**config.mk**
```make
export PLATFORM = sky130hd
export DESIGN_NAME = mmb_top
export DESIGN_NICKNAME = d
export VERILOG_FILES = /design/src/mmb_pkg.sv /design/src/mmb_strobe_if.sv /design/src/mmb_sync.sv /design/src/mmb_top.sv
export VERILOG_INCLUDE_DIRS = /design/src
export SDC_FILE = /design/constraint.sdc
export NUM_CORES = 1
export LEC_CHECK = 0
export ABC_AREA = 1
export BUFFER_PORTS_ARGS = -buffer_cell sky130_fd_sc_hd__buf_4
export CORE_ASPECT_RATIO = 0.7
export CORE_UTILIZATION = 35
export DETAILED_ROUTE_END_ITERATION = 8
export SYNTH_ARGS = -nofsm -noshare
export SYNTH_HDL_FRONTEND = slang
export SYNTH_SLANG_ARGS = --single-unit
```
**constraint.sdc**
```tcl
create_clock -name clk_sys_i -period 3 [get_ports clk_sys_i]
set_clock_uncertainty 0.15 [all_clocks]
set_input_delay 0.3 -clock clk_sys_i [delete_from_list [all_inputs] [get_ports clk_sys_i]]
set_output_delay 0.3 -clock clk_sys_i [all_outputs]
set_load 0.1 [all_outputs]
```
**src/mmb_cfg.svh**
```systemverilog
// Address map, widths and reset values of the muxed bus slave
`ifndef MMB_CFG_SVH
`define MMB_CFG_SVH
`define MMB_ADDR_W 8
`define MMB_DATA_W 8
`define MMB_SYNC_STAGES 2
`define MMB_STROBE_N 4
`define MMB_DEV_SELECT_VALUE 8'h00
`define MMB_STATUS_ADDR 8'h80
`define MMB_CTRL_ADDR 8'h82
`define MMB_DATAIN_ADDR 8'h84
`define MMB_DATAOUT_ADDR 8'h86
`define MMB_BYTE_ZERO 8'h00
`define MMB_STROBE_IDLE 4'hf
`define MMB_IDX_ALE 0
`define MMB_IDX_RD 1
`define MMB_IDX_WR 2
`define MMB_IDX_FETCH 3
`endif

```
**src/mmb_pkg.sv**
```systemverilog
// Types shared by the muxed bus slave
package mmb_pkg;
    typedef enum logic [1:0] {
        MMB_IDLE = 2'b00,
        MMB_DECODE = 2'b01,
        MMB_TRANSFER_STATE = 2'b10,
        MMB_END_CYCLE = 2'b11
    } mmb_state_e;
    typedef logic [7:0] mmb_byte_t;
endpackage

```
**src/mmb_strobe_if.sv**
```systemverilog
// Synchronised host strobes passed to the bus state machine
interface mmb_strobe_if;
    logic ale_n;
    logic rd_n;
    logic wr_n;
    logic program_fetch_strobe_n;
    modport src (output ale_n, output rd_n, output wr_n, output program_fetch_strobe_n);
    modport dst (input ale_n, input rd_n, input wr_n, input program_fetch_strobe_n);
endinterface

```
**src/mmb_sync.sv**
```systemverilog
// Two-stage synchroniser for the host strobes
`include "mmb_cfg.svh"
module mmb_sync (
    input wire logic clk_sys_i,
    input wire logic rstn_i,
    input wire logic [`MMB_STROBE_N-1:0] strobe_n_i,
    mmb_strobe_if.src sync_o
);
    logic [`MMB_STROBE_N-1:0] meta_reg;
    logic [`MMB_STROBE_N-1:0] sync_reg;

    // Strobes idle high so reset to negated
    always_ff @(posedge clk_sys_i or negedge rstn_i) begin
        if (!rstn_i) begin
            meta_reg <= `MMB_STROBE_IDLE;
            sync_reg <= `MMB_STROBE_IDLE;
        end else begin
            meta_reg <= strobe_n_i;
            sync_reg <= meta_reg;
        end
    end

    assign sync_o.ale_n = sync_reg[`MMB_IDX_ALE];
    assign sync_o.rd_n = sync_reg[`MMB_IDX_RD];
    assign sync_o.wr_n = sync_reg[`MMB_IDX_WR];
    assign sync_o.program_fetch_strobe_n = sync_reg[`MMB_IDX_FETCH];
endmodule

```
**src/mmb_top.sv**
```systemverilog
// Register file slave on a multiplexed address/data host bus
`include "mmb_cfg.svh"
module mmb_top (
    input wire logic clk_sys_i,
    input wire logic rstn_i,
    input wire logic [7:0] addr_hi_i,
    input wire logic [7:0] low_port_i,
    output logic [7:0] low_port_o,
    output logic low_port_oe_o,
    input wire logic ale_n_i,
    input wire logic program_fetch_strobe_n_i,
    input wire logic rd_n_i,
    input wire logic wr_n_i,
    output logic int_n_o,
    input wire logic app_irq_i,
    input wire logic [7:0] app_status_i,
    input wire logic [7:0] app_dataout_i,
    input wire logic app_dataout_we_i,
    output logic [7:0] ctrl_o,
    output logic [7:0] datain_o,
    output logic datain_wr_o
);
    ////////////////////////////////////////////////////////////////////////////
    // Strobe synchronisers
    mmb_strobe_if strobe_if ();

    mmb_sync u_sync (
        .clk_sys_i(clk_sys_i),
        .rstn_i(rstn_i),
        .strobe_n_i({program_fetch_strobe_n_i, wr_n_i, rd_n_i, ale_n_i}),
        .sync_o(strobe_if.src)
    );

    mmb_pkg::mmb_state_e state_reg;
    mmb_pkg::mmb_state_e state_next;
    mmb_pkg::mmb_byte_t addr_lo_reg;
    mmb_pkg::mmb_byte_t addr_hi_reg;
    mmb_pkg::mmb_byte_t rdata_reg;
    mmb_pkg::mmb_byte_t rdata_next;
    mmb_pkg::mmb_byte_t status_reg;
    mmb_pkg::mmb_byte_t ctrl_reg;
    mmb_pkg::mmb_byte_t datain_reg;
    mmb_pkg::mmb_byte_t dataout_reg;
    logic ale_prev_reg;
    logic datain_wr_reg;
    logic int_n_reg;
    logic dev_sel;
    logic strobe_on;
    logic go_xfer;
    logic is_write;
    logic en_status;
    logic en_ctrl;
    logic en_datain;
    logic en_dataout;

    ////////////////////////////////////////////////////////////////////////////
    // Address capture and decode
    always_ff @(posedge clk_sys_i or negedge rstn_i) begin
        if (!rstn_i) begin
            ale_prev_reg <= 1'b1;
            addr_lo_reg <= `MMB_BYTE_ZERO;
            addr_hi_reg <= `MMB_BYTE_ZERO;
        end else begin
            ale_prev_reg <= ale_n_i;
            if (ale_prev_reg && !ale_n_i) begin
                addr_lo_reg <= low_port_i;
                addr_hi_reg <= addr_hi_i;
            end
        end
    end

    assign dev_sel = (addr_hi_reg == `MMB_DEV_SELECT_VALUE);
    // Even addresses only, four registers
    assign en_status = (addr_lo_reg == `MMB_STATUS_ADDR);
    assign en_ctrl = (addr_lo_reg == `MMB_CTRL_ADDR);
    assign en_datain = (addr_lo_reg == `MMB_DATAIN_ADDR);
    assign en_dataout = (addr_lo_reg == `MMB_DATAOUT_ADDR);

    ////////////////////////////////////////////////////////////////////////////
    // Bus state machine
    assign strobe_on = !strobe_if.rd_n || !strobe_if.wr_n;
    assign is_write = !strobe_if.wr_n;
    assign go_xfer = dev_sel && strobe_on && strobe_if.program_fetch_strobe_n;

    always_comb begin
        state_next = state_reg;
        case (state_reg)
            mmb_pkg::MMB_IDLE: begin
                if (!strobe_if.ale_n) begin
                    state_next = mmb_pkg::MMB_DECODE;
                end
            end
            mmb_pkg::MMB_DECODE: begin
                if (go_xfer) begin
                    state_next = mmb_pkg::MMB_TRANSFER_STATE;
                end else if (strobe_if.ale_n) begin
                    state_next = mmb_pkg::MMB_IDLE;
                end
            end
            mmb_pkg::MMB_TRANSFER_STATE: begin
                if (!strobe_on) begin
                    state_next = mmb_pkg::MMB_END_CYCLE;
                end
            end
            mmb_pkg::MMB_END_CYCLE: begin
                if (strobe_if.ale_n) begin
                    state_next = mmb_pkg::MMB_IDLE;
                end
            end
            default: begin
                state_next = mmb_pkg::MMB_IDLE;
            end
        endcase
    end

    // No wait output exists; every state advances on host strobes only
    always_ff @(posedge clk_sys_i or negedge rstn_i) begin
        if (!rstn_i) begin
            state_reg <= mmb_pkg::MMB_IDLE;
        end else begin
            state_reg <= state_next;
        end
    end

    ////////////////////////////////////////////////////////////////////////////
    // Read multiplexer and bus drive
    always_comb begin
        rdata_next = `MMB_BYTE_ZERO;
        if (en_status) begin
            rdata_next = status_reg;
        end else if (en_ctrl) begin
            rdata_next = ctrl_reg;
        end else if (en_datain) begin
            rdata_next = datain_reg;
        end else if (en_dataout) begin
            rdata_next = dataout_reg;
        end
    end

    always_ff @(posedge clk_sys_i or negedge rstn_i) begin
        if (!rstn_i) begin
            rdata_reg <= `MMB_BYTE_ZERO;
        end else if (state_reg == mmb_pkg::MMB_DECODE && go_xfer && !is_write) begin
            rdata_reg <= rdata_next;
        end
    end

    assign low_port_o = rdata_reg;
    assign low_port_oe_o = (state_reg == mmb_pkg::MMB_TRANSFER_STATE)
        && !strobe_if.rd_n;

    ////////////////////////////////////////////////////////////////////////////
    // Register file
    always_ff @(posedge clk_sys_i or negedge rstn_i) begin
        if (!rstn_i) begin
            ctrl_reg <= `MMB_BYTE_ZERO;
            datain_reg <= `MMB_BYTE_ZERO;
            datain_wr_reg <= 1'b0;
        end else begin
            datain_wr_reg <= 1'b0;
            if (state_reg == mmb_pkg::MMB_DECODE && go_xfer && is_write) begin
                if (en_ctrl) begin
                    ctrl_reg <= low_port_i;
                end
                if (en_datain) begin
                    datain_reg <= low_port_i;
                    datain_wr_reg <= 1'b1;
                end
            end
        end
    end

    always_ff @(posedge clk_sys_i or negedge rstn_i) begin
        if (!rstn_i) begin
            status_reg <= `MMB_BYTE_ZERO;
            dataout_reg <= `MMB_BYTE_ZERO;
        end else begin
            status_reg <= app_status_i;
            if (app_dataout_we_i) begin
                dataout_reg <= app_dataout_i;
            end
        end
    end

    assign ctrl_o = ctrl_reg;
    assign datain_o = datain_reg;
    assign datain_wr_o = datain_wr_reg;

    ////////////////////////////////////////////////////////////////////////////
    // Interrupt request
    always_ff @(posedge clk_sys_i or negedge rstn_i) begin
        if (!rstn_i) begin
            int_n_reg <= 1'b1;
        end else begin
            int_n_reg <= !app_irq_i;
        end
    end

    assign int_n_o = int_n_reg;
endmodule

```
==> run_results.csv, run 1 <==
group,metric,value,unit
detailed_routing,via_count,2267,
synth,synth_cell_types,28,
synth,ys_seq_area_share,58.9,%
clock_network,cts_inserted_buffers,9,
job,maxCapViolCount,0,
synth,synth.area.top_cells,"dfrtp_1 51%, nand2_1 11%, dfstp_2 8.1%",
global_routing,overflow,0,
worst_setup_path,critPathBufInv,0,
timing,fin_setup_tns,0,ns
layout,final_cell_mix,"83 x nand2_1, 67 x buf_4, 59 x dfrtp_1",
floorplan,start_util,36.5,%
timing,rsz0062_at_grt,"false",
clock_network,cts.sinks,68,
worst_setup_path,critPathSlowestCell,"and2_1",
detailed_routing,drc,6,
power_and_ir_drop,ir_worst_vdd,0.000282,V
layout,nets,413,
timing,maxSlewViolCount,0,
power_and_ir_drop,leakagePower,1.90,nW
clock_network,cts_root_buffer,"clkbuf_16",
worst_setup_path,end_kind,"register",
worst_setup_path,path_cells,"nand2_1, nor2_1, and2_1, nand3_2, nand2_1, nand2_1",
clock_network,cts_buffer_depth,2,
synth,yosysWarnings,0,
clock_network,postCtsSetupBuffers,0,
global_routing,grt_start_max_net_pins,69,
clock_network,cts_resized,0,
detailed_routing,drtIter0Drc,124,
clock_network,htreeDepth,3,
synth,synth.largest_area_cell,"dfrtp_1",
layout,num-fill-cells,779,
timing,fin_crit,2.07,ns
worst_setup_path,r2r_start,"u_sync.sync_reg[3]",
synth,syn_nets,332,
timing,finalHoldViolCount,0,
worst_setup_path,slowest_delay,0.61,ns
floorplan,ios,67,
floorplan,die-area,8680,um^2
worst_setup_path,critPathMostFrequentCell,"nand2_1",
status,outcome,"complete, but fails checks",
floorplan,core_area,7970,um^2
worst_setup_path,cp.arrival,2.14,ns
worst_setup_path,path_delay_family,"simple AND/OR/NAND/NOR gates",
worst_setup_path,critPathLaunchType,"register",
global_routing,antenna_found_initial,0,
detailed_routing,routedWlPerCell,14.3,um
worst_setup_path,critical_path_class,"reg -> reg",
timing,worst_pin_slew,0.864,ns
layout,fin_util,49.4,%
clock_network,cts_tree,"yes",
synth,synth_area,2910,um^2
timing,slew_headroom,42.4,%
power_and_ir_drop,finalPower,2.33,mW
layout,area_growth,35.3,%
worst_setup_path,cp_max_fo,20,
hold_path,min_from,"addr_hi_i[0]",
detailed_routing,first_pass_iters,6,
floorplan,rows,27,
clock_network,hold_buffers,14,
hold_path,min_to,"addr_hi_reg[0]",
global_routing,grt_pass1_wl,11100,um
timing,fmax,483,MHz
layout,drive_gt1_share,33.1,%
worst_setup_path,r2r_end,"ctrl_o[3]",
global_routing,grt.total_usage,17.4,%
synth,ys_ff_latch,68,
synth,syn_inst,292,
status,failed_checks,"DRC",
place,dpl_cell_area,3470,um^2
detailed_routing,ant_nets,0,
synth,avgSynthCellArea,9.96,um^2
layout,fin_area,3940,um^2
hold_path,hold_class,"in -> reg",
layout,antenna_cells,0,
power_and_ir_drop,power_density,592,nW/um^2
synth,synth_top_area_share,50.8,%
global_routing,grt_pass1_vias,2167,
worst_setup_path,worstRegToRegCells,6,
floorplan,die_w,111,um
floorplan,fp.dieH,78.3,um
place,gp_congestion,0.785,
timing,final.period_utilization,69.0,%
clock_network,path_clk_slew,0.05,ns
place,hpwl,4860,um
detailed_routing,wl,6830,um
place,port_buffers,66,
detailed_routing,viasPerCell,4.73,
hold_path,min_delay_path_depth,2,
clock_network,clkLatencyLatePin,0.33,ns
layout,mostFrequentLayoutCell,"nand2_1",
worst_setup_path,cp.required,3.07,ns
timing,setup_viol,0,
worst_setup_path,reg2reg_slack,0.93,ns
## final cells by class
cell class | count | area [um^2] | share of cell area [%]
multi-input cells | 193 | 1050 | 26.7
well taps | 101 | 126 | 3.21
repair buffers | 81 | 643 | 16.3
clock inverters | 6 | 87.6 | 2.23
flip-flops and latches | 68 | 1710 | 43.5
clock buffers | 10 | 239 | 6.07
inverters | 20 | 75.1 | 1.91
## worst register-to-register path, stage by stage (launching register included)
cell,delay (ns)
dfstp_2,0.51
nand2_1,0.04
nor2_1,0.15
and2_1,0.61
nand3_2,0.30
nand2_1,0.14
nand2_1,0.05
## power breakdown
| group | internal [mW] | total (mW) | switching, mW |
|---|---|---|---|
| Combinational | 0.0873 | 0.186 | 0.0987 |
| Clock | 0.748 | 1.14 | 0.393 |
| Sequential | 0.976 | 1.00 | 0.0271 |
| Total | 1.81 | 2.33 | 0.519 |
## how the worst max path moves through the flow
stage	start	to	slack, ns	cells past startpoint
after floorplan	state_reg[0]	low_port_oe_o	0.83	3
after detailed placement	u_sync.sync_reg[3]	ctrl_o[7]	0.93	6
final	u_sync.sync_reg[3]	ctrl_o[3]	0.93	6
after global placement	state_reg[1]	ctrl_o[0]	1.04	7
after global routing	addr_hi_reg[7]	ctrl_o[3]	0.72	7
after CTS	u_sync.sync_reg[3]	ctrl_o[7]	0.91	6
## kinds of logic after synthesis
| family | Yosys count | share of synthesized area, % |
|---|---|---|
| buffers and inverters | 31 | 4.95 |
| DFF | 68 | 58.9 |
| and+or+nand+nor | 159 | 25.3 |
| muxes | 18 | 6.97 |
| AOI/OAI and AO/OA | 16 | 3.87 |
## cells in the mapped netlist
| master | count |
|---|---|
| nand3_2 | 1 |
| buf_6 | 2 |
| dfrtp_1 | 59 |
| mux2_2 | 18 |
| buf_2 | 4 |
| nand3_4 | 1 |
| nand2_2 | 2 |
| and2_1 | 1 |
| and2_4 | 1 |
| nor2_4 | 3 |
| nand3b_1 | 1 |
| inv_1 | 14 |
| nand4_1 | 16 |
| buf_1 | 1 |
| o2111ai_1 | 8 |
| dfstp_2 | 9 |
| clkbuf_1 | 2 |
| clkinv_1 | 1 |
| inv_2 | 5 |
| nor2_8 | 1 |
| buf_4 | 2 |
| a21o_1 | 1 |
| a21oi_1 | 6 |
| nor2_1 | 31 |
| nand2_1 | 83 |
| nor2_2 | 1 |
| o21ai_0 | 1 |
| nand3_1 | 17 |
## layer usage
layer	vias to the layer above	part of all wire, %	track usage, %
li1	1124	-	-
met1	1067	52	24.2
met2	62	40	23.9
met3	14	6.0	5.87
met4	0	2.1	8.49
met5	-	0	0
## stage by stage
step,setup slack [ns],hold slack [ns],instances
2_1_floorplan,0.831,-0.146,292
3_3_place_gp,1.04,0.196,449
3_5_place_dp,0.930,0.199,449
4_1_cts,0.915,0.0311,479
5_1_grt,0.717,0.0352,479
6_report,0.931,0.0435,479
(Power assumes the default switching activity.)
==> run 2, diff against run 1 <==
- ABC_AREA: 1 -> 0
- clock period: 3 -> 1.75 ns (I/O delays scaled with it)
==> run_results.csv, run 2 <==
group,metric,value,unit
layout,num-fill-cells,611,
global_routing,antenna_found_initial,0,
synth,synth.largest_area_cell,"dfrtp_1",
worst_setup_path,cp_max_fo,4,
layout,area_growth,55.8,%
detailed_routing,via_count,1915,
detailed_routing,wl,6250,um
clock_network,htreeDepth,3,
power_and_ir_drop,ir_worst_vdd,0.000522,V
synth,dominantRegCellSynth,"dfrtp_1",
worst_setup_path,cp.arrival,2.06,ns
synth,yosysWarnings,0,
synth,synth_common_cells,"59 x dfrtp_1, 40 x mux2_2, 10 x nand2_1, 10 x nand2b_1, 9 x dfstp_2",
layout,antenna_cells,0,
detailed_routing,drc,0,
worst_setup_path,r2r_start,"addr_lo_reg[6]",
timing,maxSlewViolCount,0,
floorplan,core_area,7380,um^2
worst_setup_path,cp.required,1.82,ns
synth,synth_top_area_share,54.7,%
detailed_routing,ant_nets,0,
status,outcome,"complete, but fails checks",
power_and_ir_drop,leakagePower,1.92,nW
global_routing,busiest_layer,"met2",
worst_setup_path,critPathLaunchType,"register",
floorplan,fp.dieH,75.5,um
layout,fin_area,4210,um^2
clock_network,cts_inserted_buffers,9,
floorplan,die-area,8080,um^2
timing,layout_setup_ws,-0.239,ns
synth,synth.most_common_cell,"dfrtp_1",
place,pre_cts_ws,-0.306,ns
layout,nets,347,
synth,synth_cell_types,24,
timing,fmax,503,MHz
global_routing,grt_pass1_vias,2021,
worst_setup_path,cp-endpoint,"datain_o[7]",
global_routing,grt_pass1_wl,10300,um
timing,worst_pin_slew,0.437,ns
worst_setup_path,end_kind,"register",
global_routing,met1_usage,22.8,%
synth,syn_inst,174,
detailed_routing,viasPerCell,4.67,
power_and_ir_drop,power_density,842,nW/um^2
clock_network,cts.sinks,68,
global_routing,use_met3,6.24,%
timing,fin_crit,1.99,ns
layout,mostFrequentLayoutCell,"buf_4",
synth,async_flop_share,100,%
layout,final_cell_mix,"86 x buf_4, 59 x dfrtp_1, 38 x dlygate4sd3_1",
worst_setup_path,reg2reg_slack,-0.24,ns
global_routing,overflow,0,
place,gp_congestion,0.707,
detailed_routing,drtIter0Drc,74,
synth,synth_area,2700,um^2
worst_setup_path,critPathLaunch,"addr_lo_reg[6]",
timing,finalHoldViolCount,0,
floorplan,rows,26,
timing,rsz0062_at_grt,"true",
synth,syn_nets,214,
floorplan,start_util,36.6,%
hold_path,min_delay_path_depth,2,
clock_network,clkLatencyLatePin,0.33,ns
clock_network,cts_buffer_depth,2,
synth,synth.area.top_cells,"dfrtp_1 55%, mux2_2 17%, dfstp_2 8.8%",
status,failed_checks,"setup timing",
synth,ys_seq_area_share,63.4,%
timing,whs,0.0486,ns
place,hpwl,4330,um
clock_network,cts_root_buffer,"clkbuf_8",
detailed_routing,first_pass_iters,4,
layout,fin_util,57.0,%
place,dpl_cell_area,3490,um^2
global_routing,grt_start_max_net_pins,37,
layout,drive_gt1_share,55.8,%
floorplan,ios,67,
synth,synth_edf_count,0,
timing,final.period_utilization,114,%
hold_path,hold_class,"in -> reg",
clock_network,cts_tree,"yes",
worst_setup_path,r2r_end,"datain_o[7]",
global_routing,met2_usage,28.7,%
worst_setup_path,critical_path_class,"reg -> reg",
clock_network,path_clk_slew,0.07,ns
worst_setup_path,worstRegToRegCells,5,
place,port_buffers,66,
detailed_routing,routedWlPerCell,15.2,um
timing,setup_viol,17,
synth,avgSynthCellArea,15.5,um^2
job,maxCapViolCount,0,
synth,ys_ff_latch,68,
floorplan,die_w,107,um
timing,slew_headroom,70.9,%
global_routing,grt.total_usage,17.6,%
run 2: cell types whose count changed in the layout (fill, tap and decap cells not counted), moves of 11 or more:
| cell | change |
|---|---|
| nand3_1 | -16 |
| nand2_1 | -74 |
| mux2_4 | +11 |
| nand4_1 | -15 |
| mux2_2 | +11 |
| inv_1 | -13 |
| dlygate4sd3_1 | +24 |
| nor2_1 | -30 |
| buf_4 | +19 |
run 2: area by class of cell:
class                   count  area [um^2]  area share (%)
inverters                   1         3.75          0.0892
clock inverters             1         30.0           0.714
well taps                  98          123            2.91
repair buffers            130         1110            26.4
flip-flops and latches     68         1710            40.7
clock buffers              15          166            3.96
multi-input cells          97         1060            25.2
run 2: logic make-up (layout without fill, tap and decap cells):
logic type / Yosys count / in the layout / share of synthesized area, %
buf+inv: 9 / 147 / 1.58
simple gates: 37 / 37 / 9.18
compound gates: 12 / 12 / 2.46
mux: 48 / 48 / 23.4
flops: 68 / 68 / 63.4
run 2: repair_timing:
| action | in CTS | in global routing |
|---|---|---|
| endpoints found under the hold margin | 86 | 0 |
| endpoints found under the setup margin | 20 | 28 |
| hold buffers | 38 | 0 |
| gates resized for setup | 14 | 15 |
| buffers inserted | 4 | 1 |
| pin swaps | 6 | 4 |
run 2: metal layers:
metal / share of wire (%) / wire length [um] / vias to the layer above
li1: - / - / 897
met1: 48 / 3000 / 966
met2: 47 / 2910 / 46
met3: 4.7 / 291 / 6
met4: 0.70 / 44 / 0
met5: 0 / 0 / -
run 2: worst min-delay path by stage:
stage               slack [ns]        startpoint        endpoint
floorplan                -0.27            rstn_i  addr_hi_reg[0]
global placement         0.004            rstn_i  addr_hi_reg[6]
detailed placement        0.01            rstn_i  dataout_reg[5]
CTS                       0.04  app_dataout_we_i  dataout_reg[6]
global route              0.04  app_dataout_we_i  dataout_reg[6]
finish                    0.05  app_dataout_we_i  dataout_reg[2]
run 2: critical path, stage by stage (launching register included):
cell	delay, ns
dfrtp_1	0.41
nor4b_4	0.33
nand2_2	0.16
nor4_4	0.34
buf_6	0.18
mux2_4	0.30
run 2: report_power, final:
part	internal, mW	switching [mW]
clock network	0.739	0.531
registers	1.68	0.0768
logic	0.315	0.203
total	2.73	0.810
run 2: per-stage QoR:
stage | setup TNS, ns | total power, mW | cells
floorplan | -3.87 | 1.97 | 174
global placement | -3.99 | 2.20 | 352
detailed placement | -4.41 | 2.20 | 352
CTS | -3.64 | 3.57 | 410
global route | -5.31 | 3.71 | 410
finish | -3.66 | 3.54 | 410
